--- src/hw/actfw_params.svh ---
// Purpose: constants of the channel-1 task file window and its host end
// Assumes: offsets are byte addresses on the target side
// Notes: types and shared functions live in actfw_pkg
//
// What this block does
// Host uses lane 0 alone for 8-bit data
// Host uses lanes 1,0 for 16-bit data
// Host uses all lanes for 32-bit data
// Host writes data zero-aligned from lane 0
// Sector number/count on single lane 3/2
// Lane 1: write features, read error
// Second, third offsets need exactly one lane
// Lane 3: write command, read status
// Device/head, cylinder high/low read-write lanes
// Lane 2: write devctl, read aux status
// Reserved control-window bits read as zero
// Read-ahead port takes 8/16/32-bit accesses
// Buffered alias at D0, D4, same layout
// Alias 16-bit data uses lanes 1 and 3
// Alias fields chosen by lane 3, 2, 1
// Buffered flag: command register byte queued to drained
// Each granted access makes one drive cycle, except reserved control-window accesses, which make none
`ifndef ACTFW_PARAMS_SVH
`define ACTFW_PARAMS_SVH

// ====
// Window offsets
`define ACTFW_TF_A_OFF 8'hC0
`define ACTFW_TF_B_OFF 8'hC4
`define ACTFW_TF_CTL_OFF 8'hC8
`define ACTFW_RA_DATA_OFF 8'hCC
`define ACTFW_CB_A_OFF 8'hD0
`define ACTFW_CB_B_OFF 8'hD4
`define ACTFW_TF_RESET 32'h0000_0000

// ====
// Byte enable patterns of data accesses
`define ACTFW_BE_8 4'h1
`define ACTFW_BE_16 4'h3
`define ACTFW_BE_16_CB 4'hA
`define ACTFW_BE_32 4'hF

// ====
// Drive register addresses and access sizes
`define ACTFW_ATA_DATA 3'h0
`define ACTFW_ATA_FEAT 3'h1
`define ACTFW_ATA_SCNT 3'h2
`define ACTFW_ATA_SNUM 3'h3
`define ACTFW_ATA_DEVCTL 3'h6
`define ACTFW_ATA_CMD 3'h7
`define ACTFW_SZ_BYTE 2'h0
`define ACTFW_SZ_8 2'h1
`define ACTFW_SZ_16 2'h2
`define ACTFW_SZ_32 2'h3
`define ACTFW_BUF_DEPTH 4'h8

// ====
// Host APB registers and fields
`define ACTFW_APB_CMD 8'h00
`define ACTFW_APB_WDATA 8'h04
`define ACTFW_APB_RDATA 8'h08
`define ACTFW_APB_STAT 8'h0C
`define ACTFW_CMD_START_BIT 31
`define ACTFW_CMD_WR_BIT 12
`define ACTFW_CMD_LANE_LSB 10
`define ACTFW_CMD_SIZE_LSB 8
`define ACTFW_STAT_BUSY_BIT 0
`define ACTFW_STAT_ERR_BIT 1

`endif

--- src/hw/actfw_pkg.sv ---
// Purpose: types and shared helpers of the task file window
// Assumes: actfw_params.svh defines the constants
// Notes: none
`include "actfw_params.svh"
package actfw_pkg;

   // ====
   // States
   typedef enum logic [2:0] {
      DV_IDLE = 3'b001,
      DV_ATA = 3'b010,
      DV_DRAIN = 3'b100
   } actfw_dev_state_t;

   typedef enum logic [1:0] {
      HS_IDLE = 2'b01,
      HS_REQ = 2'b10
   } actfw_host_state_t;

   // ====
   // Decoded target access
   typedef struct packed {
      logic ok;
      logic rsvd;
      logic isData;
      logic buffered;
      logic ctl;
      logic [2:0] addr;
      logic [1:0] lane;
      logic [1:0] size;
   } actfw_dec_t;

   // ====
   // Helpers
   function automatic logic [31:0] maskData(input logic [1:0] size,
                                             input logic [31:0] val);
      case (size)
         `ACTFW_SZ_8: maskData = val & 32'h0000_00FF;
         `ACTFW_SZ_16: maskData = val & 32'h0000_FFFF;
         default: maskData = val;
      endcase
   endfunction : maskData

   function automatic logic [31:0] laneUp(input logic [7:0] b,
                                           input logic [1:0] lane);
      laneUp = {24'h00_0000, b} << {lane, 3'b000};
   endfunction : laneUp

   function automatic logic [7:0] laneDown(input logic [31:0] w,
                                            input logic [1:0] lane);
      logic [31:0] s;
      s = w >> {lane, 3'b000};
      laneDown = s[7:0];
   endfunction : laneDown

endpackage : actfw_pkg

--- src/hw/actfw_if.sv ---
// Purpose: target link between host end and task file window
// Assumes: one clock shared by both ends
// Notes: request held until a one-cycle ack
`timescale 1ns/1ps
interface actfw_if;
   logic req;
   logic wr;
   logic [7:0] addr;
   logic [3:0] be;
   logic [31:0] wdata;
   logic ack;
   logic err;
   logic [31:0] rdata;

   modport host (output req, wr, addr, be, wdata,
                 input ack, err, rdata);
   modport dev (input req, wr, addr, be, wdata,
                output ack, err, rdata);
endinterface : actfw_if

--- src/hw/actfw_device.sv ---
// Purpose: channel-1 task file window, target side
// Assumes: host holds a request until ack; drive side acks cycles
// Notes: buffered alias field writes queue until the command byte
//
// The APB slave port was left to the implementer.
`timescale 1ns/1ps
module actfw_device
   import actfw_pkg::*;
(
   // Clock and reset
   input wire logic sys_clk,
   input wire logic sys_rst,
   // Target link
   actfw_if.dev link,
   // Drive register cycles
   output logic ataReq,
   output logic ataWr,
   output logic ataCtl,
   output logic [2:0] ataAddr,
   output logic [1:0] ataSize,
   output logic [31:0] ataWdata,
   input wire logic ataAck,
   input wire logic [31:0] ataRdata,
   // Status
   output logic bufferedActive
);

   // ====
   // State
   typedef struct packed {
      actfw_dev_state_t state;
      logic ack;
      logic err;
      logic [31:0] rdata;
      logic ataReq;
      logic ataWr;
      logic ataCtl;
      logic [2:0] ataAddr;
      logic [1:0] ataSize;
      logic [31:0] ataWdata;
      logic [1:0] lane;
      logic isData;
      logic [7:0][10:0] cmdBuf;
      logic [3:0] bufCount;
      logic [3:0] bufIdx;
      logic bufActive;
   } actfw_dev_t;

   localparam actfw_dev_t DEV_RESET = '{state: DV_IDLE, default: '0};

   actfw_dev_t devReg;
   actfw_dev_t devNext;
   actfw_dec_t dec;

   // ====
   // Access decode
   function automatic logic [1:0] laneOf(input logic [3:0] be);
      case (be)
         4'h2: laneOf = 2'h1;
         4'h4: laneOf = 2'h2;
         4'h8: laneOf = 2'h3;
         default: laneOf = 2'h0;
      endcase
   endfunction : laneOf

   function automatic actfw_dec_t decodeAccess(input logic [7:0] off,
                                               input logic [3:0] be);
      actfw_dec_t d;
      logic single;
      logic cb;
      d = '0;
      single = (be == 4'h1) || (be == 4'h2) || (be == 4'h4) ||
               (be == 4'h8);
      cb = (off == `ACTFW_CB_A_OFF) || (off == `ACTFW_CB_B_OFF);
      d.buffered = cb;
      case (off)
         `ACTFW_TF_A_OFF, `ACTFW_CB_A_OFF: begin
            d.ok = 1'b1;
            d.isData = 1'b1;
            d.addr = `ACTFW_ATA_DATA;
            if (be == `ACTFW_BE_8) begin
               d.size = `ACTFW_SZ_8;
            end else if (be == (cb ? `ACTFW_BE_16_CB : `ACTFW_BE_16)) begin
               d.size = `ACTFW_SZ_16;
            end else if (be == `ACTFW_BE_32) begin
               d.size = `ACTFW_SZ_32;
            end else begin
               d.isData = 1'b0;
               d.size = `ACTFW_SZ_BYTE;
               // Base needs a lone lane, alias only the named one
               if (cb ? be[3] : (be == 4'h8)) begin
                  d.addr = `ACTFW_ATA_SNUM;
                  d.lane = 2'h3;
               end else if (cb ? be[2] : (be == 4'h4)) begin
                  d.addr = `ACTFW_ATA_SCNT;
                  d.lane = 2'h2;
               end else if (cb ? be[1] : (be == 4'h2)) begin
                  d.addr = `ACTFW_ATA_FEAT;
                  d.lane = 2'h1;
               end else begin
                  d.ok = 1'b0;
               end
            end
         end
         `ACTFW_TF_B_OFF, `ACTFW_CB_B_OFF: begin
            d.ok = single;
            d.lane = laneOf(be);
            d.addr = {1'b1, laneOf(be)};
            d.size = `ACTFW_SZ_BYTE;
         end
         `ACTFW_TF_CTL_OFF: begin
            d.ok = single;
            d.rsvd = (be != 4'h4);
            d.ctl = 1'b1;
            d.addr = `ACTFW_ATA_DEVCTL;
            d.lane = 2'h2;
            d.size = `ACTFW_SZ_BYTE;
         end
         `ACTFW_RA_DATA_OFF: begin
            d.ok = (be == `ACTFW_BE_8) || (be == `ACTFW_BE_16) ||
                   (be == `ACTFW_BE_32);
            d.isData = 1'b1;
            d.addr = `ACTFW_ATA_DATA;
            d.size = (be == `ACTFW_BE_8) ? `ACTFW_SZ_8 :
                     (be == `ACTFW_BE_16) ? `ACTFW_SZ_16 : `ACTFW_SZ_32;
         end
         default: begin
            d.ok = 1'b0;
         end
      endcase
      decodeAccess = d;
   endfunction : decodeAccess

   // ====
   // Next state
   always_comb begin
      dec = decodeAccess(link.addr, link.be);
      devNext = devReg;
      devNext.ack = 1'b0;
      devNext.err = 1'b0;
      case (devReg.state)
         DV_IDLE: begin
            // Ack still high means this request was just served
            if (link.req && !devReg.ack) begin
               if (!dec.ok) begin
                  devNext.ack = 1'b1;
                  devNext.err = 1'b1;
                  devNext.rdata = `ACTFW_TF_RESET;
               end else if (dec.rsvd) begin
                  devNext.ack = 1'b1;
                  devNext.rdata = `ACTFW_TF_RESET;
               end else if (dec.buffered && link.wr && !dec.isData) begin
                  devNext.ack = 1'b1;
                  devNext.rdata = `ACTFW_TF_RESET;
                  if (devReg.bufCount == `ACTFW_BUF_DEPTH) begin
                     devNext.err = 1'b1;
                  end else begin
                     devNext.cmdBuf[devReg.bufCount[2:0]] =
                        {dec.addr, laneDown(link.wdata, dec.lane)};
                     devNext.bufCount = devReg.bufCount + 4'h1;
                     if (dec.addr == `ACTFW_ATA_CMD) begin
                        devNext.bufActive = 1'b1;
                        devNext.bufIdx = 4'h0;
                        devNext.state = DV_DRAIN;
                     end
                  end
               end else begin
                  devNext.ataReq = 1'b1;
                  devNext.ataWr = link.wr;
                  devNext.ataCtl = dec.ctl;
                  devNext.ataAddr = dec.addr;
                  devNext.ataSize = dec.size;
                  devNext.lane = dec.lane;
                  devNext.isData = dec.isData;
                  devNext.ataWdata = dec.isData ?
                     maskData(dec.size, link.wdata) :
                     {24'h00_0000, laneDown(link.wdata, dec.lane)};
                  devNext.state = DV_ATA;
               end
            end
         end
         DV_ATA: begin
            if (ataAck) begin
               devNext.ataReq = 1'b0;
               devNext.ack = 1'b1;
               // Read side of a shared lane: error, status, aux status
               devNext.rdata = devReg.isData ?
                  maskData(devReg.ataSize, ataRdata) :
                  laneUp(ataRdata[7:0], devReg.lane);
               devNext.state = DV_IDLE;
            end
         end
         DV_DRAIN: begin
            // New requests wait here until the drive has every byte
            if (devReg.ataReq) begin
               if (ataAck) begin
                  devNext.ataReq = 1'b0;
                  devNext.bufIdx = devReg.bufIdx + 4'h1;
               end
            end else if (devReg.bufIdx == devReg.bufCount) begin
               devNext.bufActive = 1'b0;
               devNext.bufCount = 4'h0;
               devNext.state = DV_IDLE;
            end else begin
               devNext.ataReq = 1'b1;
               devNext.ataWr = 1'b1;
               devNext.ataCtl = 1'b0;
               devNext.ataSize = `ACTFW_SZ_BYTE;
               devNext.ataAddr = devReg.cmdBuf[devReg.bufIdx[2:0]][10:8];
               devNext.ataWdata =
                  {24'h00_0000, devReg.cmdBuf[devReg.bufIdx[2:0]][7:0]};
            end
         end
         default: begin
            devNext = DEV_RESET;
         end
      endcase
   end

   // ====
   // Registers
   always_ff @(posedge sys_clk or posedge sys_rst) begin
      if (sys_rst) begin
         devReg <= DEV_RESET;
      end else begin
         devReg <= devNext;
      end
   end

   // ====
   // Outputs
   assign link.ack = devReg.ack;
   assign link.err = devReg.err;
   assign link.rdata = devReg.rdata;
   assign ataReq = devReg.ataReq;
   assign ataWr = devReg.ataWr;
   assign ataCtl = devReg.ataCtl;
   assign ataAddr = devReg.ataAddr;
   assign ataSize = devReg.ataSize;
   assign ataWdata = devReg.ataWdata;
   assign bufferedActive = devReg.bufActive;

endmodule : actfw_device

--- src/flat_wrapper.sv ---
// flat-port wrapper written by rule: the top's interface ports become plain ports
module actfw_device_flat import actfw_pkg::*;
  (sys_clk, sys_rst, ataReq, ataWr, ataCtl, ataAddr, ataSize, ataWdata, ataAck, ataRdata, bufferedActive, link_req, link_wr, link_addr, link_be, link_wdata, link_ack, link_err, link_rdata);
  actfw_if link_i ();
  input wire logic sys_clk;
  input wire logic sys_rst;
  output logic ataReq;
  output logic ataWr;
  output logic ataCtl;
  output logic [2:0] ataAddr;
  output logic [1:0] ataSize;
  output logic [31:0] ataWdata;
  input wire logic ataAck;
  input wire logic [31:0] ataRdata;
  output logic bufferedActive;
  input wire logic [$bits(link_i.req)-1:0] link_req;
  input wire logic [$bits(link_i.wr)-1:0] link_wr;
  input wire logic [$bits(link_i.addr)-1:0] link_addr;
  input wire logic [$bits(link_i.be)-1:0] link_be;
  input wire logic [$bits(link_i.wdata)-1:0] link_wdata;
  output wire logic [$bits(link_i.ack)-1:0] link_ack;
  output wire logic [$bits(link_i.err)-1:0] link_err;
  output wire logic [$bits(link_i.rdata)-1:0] link_rdata;
  assign link_i.req = link_req;
  assign link_i.wr = link_wr;
  assign link_i.addr = link_addr;
  assign link_i.be = link_be;
  assign link_i.wdata = link_wdata;
  assign link_ack = link_i.ack;
  assign link_err = link_i.err;
  assign link_rdata = link_i.rdata;
  actfw_device u_core (.sys_clk(sys_clk), .sys_rst(sys_rst), .link(link_i), .ataReq(ataReq), .ataWr(ataWr), .ataCtl(ataCtl), .ataAddr(ataAddr), .ataSize(ataSize), .ataWdata(ataWdata), .ataAck(ataAck), .ataRdata(ataRdata), .bufferedActive(bufferedActive));
endmodule
--- config.mk ---
export PLATFORM = sky130hd
export DESIGN_NAME = actfw_device_flat
export DESIGN_NICKNAME = d
export VERILOG_FILES = /design/src/hw/actfw_pkg.sv /design/src/hw/actfw_if.sv /design/src/hw/actfw_device.sv /design/src/flat_wrapper.sv
export VERILOG_INCLUDE_DIRS = /design/src /design/src/hw
export SDC_FILE = /design/constraint.sdc
export NUM_CORES = 1
export LEC_CHECK = 0
export ABC_AREA = 0
export BUFFER_PORTS_ARGS = -buffer_cell sky130_fd_sc_hd__buf_2
export CAP_MARGIN = 20
export CORE_MARGIN = 2
export CORE_UTILIZATION = 55
export DETAILED_ROUTE_END_ITERATION = 12
export PLACE_DENSITY_LB_ADDON = 0.3
export SLEW_MARGIN = 20
export SYNTH_ARGS = -nofsm -noshare
export SYNTH_HDL_FRONTEND = slang
export SYNTH_SLANG_ARGS = --single-unit
--- constraint.sdc ---
create_clock -name sys_clk -period 6.65 [get_ports sys_clk]
set_input_delay 1.33 -clock sys_clk [delete_from_list [all_inputs] [get_ports sys_clk]]
set_output_delay 1.33 -clock sys_clk [all_outputs]
set_load 0.05 [all_outputs]
# Word-level counts from Yosys, hierarchy flattened
# Index checks and enable logic that the tools add are counted.
# op_classes
n_addsub	2
bitwise_logic	3
shift	2
order_cmp	3
eq_ne	40
reduce_logical	25
muxes	81
# ops
cell	count
140-bit 2-to-1 mux	2
97-bit 2-to-1 mux	2
91-bit case mux with 2 select lines	1
177-bit 2-to-1 mux	1
32-bit case mux with 2 select lines	2
39-bit case mux with 3 select lines	1
32-bit 2-to-1 mux	3
32-bit case mux with 3 select lines	1
88-bit bitwise mux	1
34-bit 2-to-1 mux	2
8-bit equality test, second input constant	6
43-bit 2-to-1 mux	1
40-bit 2-to-1 mux	1
39-bit 2-to-1 mux	1
11-bit binary-select mux with 3-bit select	1
11-bit demux with 3-bit select	1
33-bit 2-to-1 mux	1
8-bit by 5-bit left shift with 32-bit output	1
32-bit by 5-bit >> shifter with 8-bit output	1
5-bit 2-to-1 mux	6
9-bit case mux with 3 select lines	1
3-bit 2-to-1 mux	8
4-bit 2-to-1 mux	6
1-bit 2-to-1 mux	23
37 further kinds	82
# word_totals
word_cells	179
out_inout_bits	75
reg_bits	177
inputBits	81

# Depth between registers and ports, before layout
# logic_depth
ltp_word	18
depth_mapped	11
mapped_depth_nobuf	9

# Least setup slack after synthesis
# Ideal clock, no wire load.
# synth_path
path_kind	input port to flip-flop
from	input link_addr[1]
to	register u_core.devReg, in the netlist u_core.ataWdata[10]
cell_stages	10
arrival_ns	3.685
setup_ns	0.067
t_required_ns	6.583
path_buffers	1
setup_slack_ns	2.898
path_cell_list	or4b_4 > nor2_1 > nand3_1 > a31oi_1 > a31oi_1 > ha_1 > clkbuf_1 > o21ai_0 > a211oi_2 > a22o_1
# synth_via
elab_chain_len	15
word_cells_on_any_way	44
classes_between	eq/ne: 12; mux: 25; reduce/logical: 7
# synth_lines
item	line_no	rtl
start: declaration	flat_wrapper.sv:18	input wire logic [$bits(link_i.addr)-1:0] link_addr;
8-bit equality test	actfw_device.sv:76	case (off)
1-bit logical OR	actfw_device.sv:74	cb = (off == `ACTFW_CB_A_OFF) || (off == `ACTFW_CB_B_OFF);
4-bit 2-to-1 mux (no source line)	--	
4-bit equality test	actfw_device.sv:83	end else if (be == (cb ? `ACTFW_BE_16_CB : `ACTFW_BE_16)) begin
2-bit 2-to-1 mux	actfw_device.sv:83	
2-bit 2-to-1 mux	actfw_device.sv:81	if (be == `ACTFW_BE_8) begin
2-bit case mux with 2 select lines	actfw_device.sv:76	
2-bit equality test / 2-bit by 1-bit equality test with 1-bit output (equally long branches)	actfw_pkg.sv:37	case (size)
32-bit case mux with 2 select lines	actfw_pkg.sv:37	
32-bit 2-to-1 mux	actfw_device.sv:175	devNext.ataWdata = dec.isData ?
43-bit 2-to-1 mux	actfw_device.sv:152	end else if (dec.buffered && link.wr && !dec.isData) begin
140-bit 2-to-1 mux	actfw_device.sv:149	end else if (dec.rsvd) begin
140-bit 2-to-1 mux	actfw_device.sv:145	if (!dec.ok) begin
177-bit 2-to-1 mux	actfw_device.sv:144	if (link.req && !devReg.ack) begin
39-bit case mux with 3 select lines	actfw_device.sv:141	case (devReg.state)
end signal: assignment	actfw_device.sv:226	devReg <= devNext;
end: declaration	actfw_device.sv:51	actfw_dev_t devReg;
# Parallel ways exist; a longest one is shown, timed or not. The select of a mux whose other input is x is not followed.
# A chain may end at the register's enable or synchronous reset.

# Worst setup path in the final report
# layout_path
from	input link_addr[1]
to	register u_core.devReg, in the netlist u_core.ataWdata[15]
# The elaborated chain is that of the path after synthesis.

==> flow_metrics.env <==
export IMPL_die_w_um=136
export IMPL_worst_pin_slew_ns=1.10
export IMPL_synthTopCellsByArea="dfrtp_1 46%, a22o_1 7.9%, o2bb2ai_1 6.0%, buf_4 5.6%, mux4_2 5.4%"
export IMPL_vias_per_cell=6.28
export IMPL_min_path_cells=1
export IMPL_timing_fmax_mhz=244
export IMPL_cts_reportedPaths_clkPinSlew_ns=0.07
export IMPL_critPathSlowestCell="ha_1"
export IMPL_final_common_cell="dfrtp_1"
export IMPL_cp_cell_sequence="buf_2 -> or4b_4 -> nor2_1 -> nand3_1 -> a31oi_1 -> a31oi_1 -> ha_1 -> o21ai_0 -> a211oi_2 -> a22o_1"
export IMPL_antenna_found_initial=1
export IMPL_post_dp_cell_area_um2=9910
export IMPL_power_density_nw_per_um2=217
export IMPL_drv_slew=0
export IMPL_ant_nets=0
export IMPL_cts_hold_buf=0
export IMPL_critical_path_arrival_ns=4.47
export IMPL_std_cell_rows=48
export IMPL_die_area_um2=18400
export IMPL_p_leak_nw=4.86
export IMPL_grt_use_total_pct=27.6
export IMPL_synth_ff_latch_count=177
export IMPL_slowest_delay_ns=0.69
export IMPL_rsz0062_at_grt="false"
export IMPL_async_reset_ff_share_pct=100
export IMPL_start_kind="primary input"
export IMPL_overflow=0
export IMPL_synth_top_area_share_pct=46.2
export IMPL_cts_root_buf="clkbuf_16"
export IMPL_worst_path_stages=10
export IMPL_postSynthCellCount=846
export IMPL_nNetsFinal=991
export IMPL_fp_dieH_um=136
export IMPL_crit_buf_inv=1
export IMPL_drtIter0Drc=574
export IMPL_fin_area_um2=10500
export IMPL_ys_seq_area_share_pct=46.4
export IMPL_drv_cap=0
export IMPL_ys_flop_type="dfrtp_1"
export IMPL_hold_viol_final=0
export IMPL_cp_end_kind="flip-flop"
export IMPL_dp_hpwl_um=17700
export IMPL_avgSynthCellArea_um2=11.3
export IMPL_synth_distinct_cells=71
export IMPL_first_pass_iters=5
export IMPL_ios=156
export IMPL_grt_pass1_wl_um=39100
export IMPL_holdCritPathClass="reg2reg"
export IMPL_totalWireLength_um=24500
export IMPL_io_buffers=155
export IMPL_cts_buffer_depth=2
export IMPL_wl_per_cell_um=21.4
export IMPL_initial_core_util_pct=55.7
export IMPL_cts_setup_buffers=0
export IMPL_crit_family="simple AND/OR/NAND/NOR gates"
export IMPL_syn_num_nets=932
export IMPL_outcome="completed"
export IMPL_first_global_vias=7145
export IMPL_final_cell_mix="176 x dfrtp_1, 155 x buf_2, 86 x a22o_1, 65 x o2bb2ai_1, 42 x nand2_1"
export IMPL_crit_required_ns=7.02
export IMPL_finalCritPeriodShare_pct=61.7
export IMPL_cts_sinks=177
export IMPL_routabilityCongestion=0.894
export IMPL_synth_enable_flop_cells=0
export IMPL_core_area_um2=17100
export IMPL_yosysWarningCount=0
export IMPL_finalSetupViolations=0
export IMPL_cts_buffers_inserted=17
export IMPL_vias=7179
export IMPL_area_delta_synth_final_pct=10.1
export IMPL_period_needed_ns=4.10
export IMPL_reg2reg_depth=6
export IMPL_drive_gt1_share_pct=27.7
export IMPL_finalSetupTns_ns=0
export IMPL_synth_area_um2=9540
export IMPL_clock_latency_ns=0.44
export IMPL_critPathMaxFanout=17
export IMPL_grt_start_max_net_pins=73
export IMPL_cts_tree="done"
export IMPL_cts_resized=0
export IMPL_max_slew_margin_pct=26.1
export IMPL_clock_skew_ns=0.0144
export IMPL_h_tree_depth=4
export IMPL_criticalPathCategory="in2reg"
export IMPL_crit_path_frequent_cell="a31oi_1"
export IMPL_irDropWorstVdd_mv=0.193
export IMPL_drc=0
export IMPL_rrSetupSlack_ns=3.57
export IMPL_yosys_area_top_type="dfrtp_1"
-- routing by layer --
metal  track usage, %  up-vias  routed length [um]
met5                0        -                   0
met4             11.8        0                 687
met3             6.14       50                1820
met2             43.6      272               11500
met1             37.1     3561               10400
li1                 -     3296                   -
-- final timing paths --
path	startpoint	to
worst max-delay path	link_addr[1]	u_core.ataWdata[15]
worst min-delay path	u_core.link.rdata[25]	u_core.link.rdata[25]
worst max register to register	u_core.devReg[3]	u_core.ataAddr[2]
worst min register to register	u_core.link.rdata[25]	u_core.link.rdata[25]
max in group asynchronous	sys_rst	u_core.devReg[52]
min in group asynchronous	sys_rst	u_core.link.rdata[11]
-- where the power goes --
group	internal (mW)	total, mW	switching (mW)
clock network	0.546	1.02	0.469
registers	1.08	1.09	0.00606
logic	0.0500	0.176	0.126
-- metrics by stage --
stage          utilization (%)  hold slack, ns  instances  power [mW]  setup slack, ns
2_1_floorplan                -           0.451        846        1.22            0.520
3_3_place_gp              57.9           0.466       1111        1.29             2.18
6_report                  61.4           0.487       1144        2.28             2.55
4_1_cts                   61.4           0.489       1143        2.29             2.59
3_5_place_dp              57.9           0.470       1111        1.29             2.11
5_1_grt                   61.4           0.498       1143        2.36             2.28
-- area by class of cell --
| cell class | instances | area, um^2 |
|---|---|---|
| diodes | 1 | 2.50 |
| clock buffers | 18 | 439 |
| clock inverters | 14 | 159 |
| fillers | 1391 | 6610 |
| inverters | 15 | 61.3 |
| multi-input cells | 527 | 4270 |
| flip-flops and latches | 177 | 4430 |
| well taps | 225 | 282 |
| repair buffers | 167 | 866 |
-- Yosys cell counts (3+ instances only) --
cell,n
dfrtp_1,176
buf_1,6
a221o_1,8
nand2b_1,8
buf_4,71
or2_2,4
nand4_1,4
and3_1,3
a22o_1,86
nor3_1,11
a211oi_1,4
mux2i_1,34
buf_2,25
o21ai_0,18
o2bb2ai_1,65
inv_1,15
nand3b_1,3
mux2_2,4
a22oi_1,26
a31oi_1,5
mux4_2,23
or3_1,4
nor2_1,31
clkbuf_1,24
nand3_1,25
nand2_1,42
nor4_1,4
nor2_8,8
xor2_1,5
ha_1,5
a21o_1,3
a21oi_1,40
nor2b_1,6
o22ai_1,3
-- kinds of logic (layout without fill, tap and decap cells) --
group	count (synthesis)	in the layout	synth area share, %
mux	61	61	9.47
xor+xnor	7	7	0.643
compound gates	281	281	23.0
other cells	0	1	0
simple gates	173	173	10.9
flops	177	177	46.4
fa+ha+maj	5	5	0.656
buf+inv	142	214	8.88
-- sequential cells by signal, indices dropped and copies added, names as in the netlist --
signal / count
u_core.ataAddr: 3
u_core.ataCtl: 1
u_core.ataReq: 1
u_core.ataSize: 2
u_core.ataWdata: 32
u_core.ataWr: 1
u_core.bufferedActive: 1
u_core.devReg: 102
u_core.link.ack: 1
u_core.link.err: 1
u_core.link.rdata: 32
No activity file was read; power rests on OpenSTA's default activity.
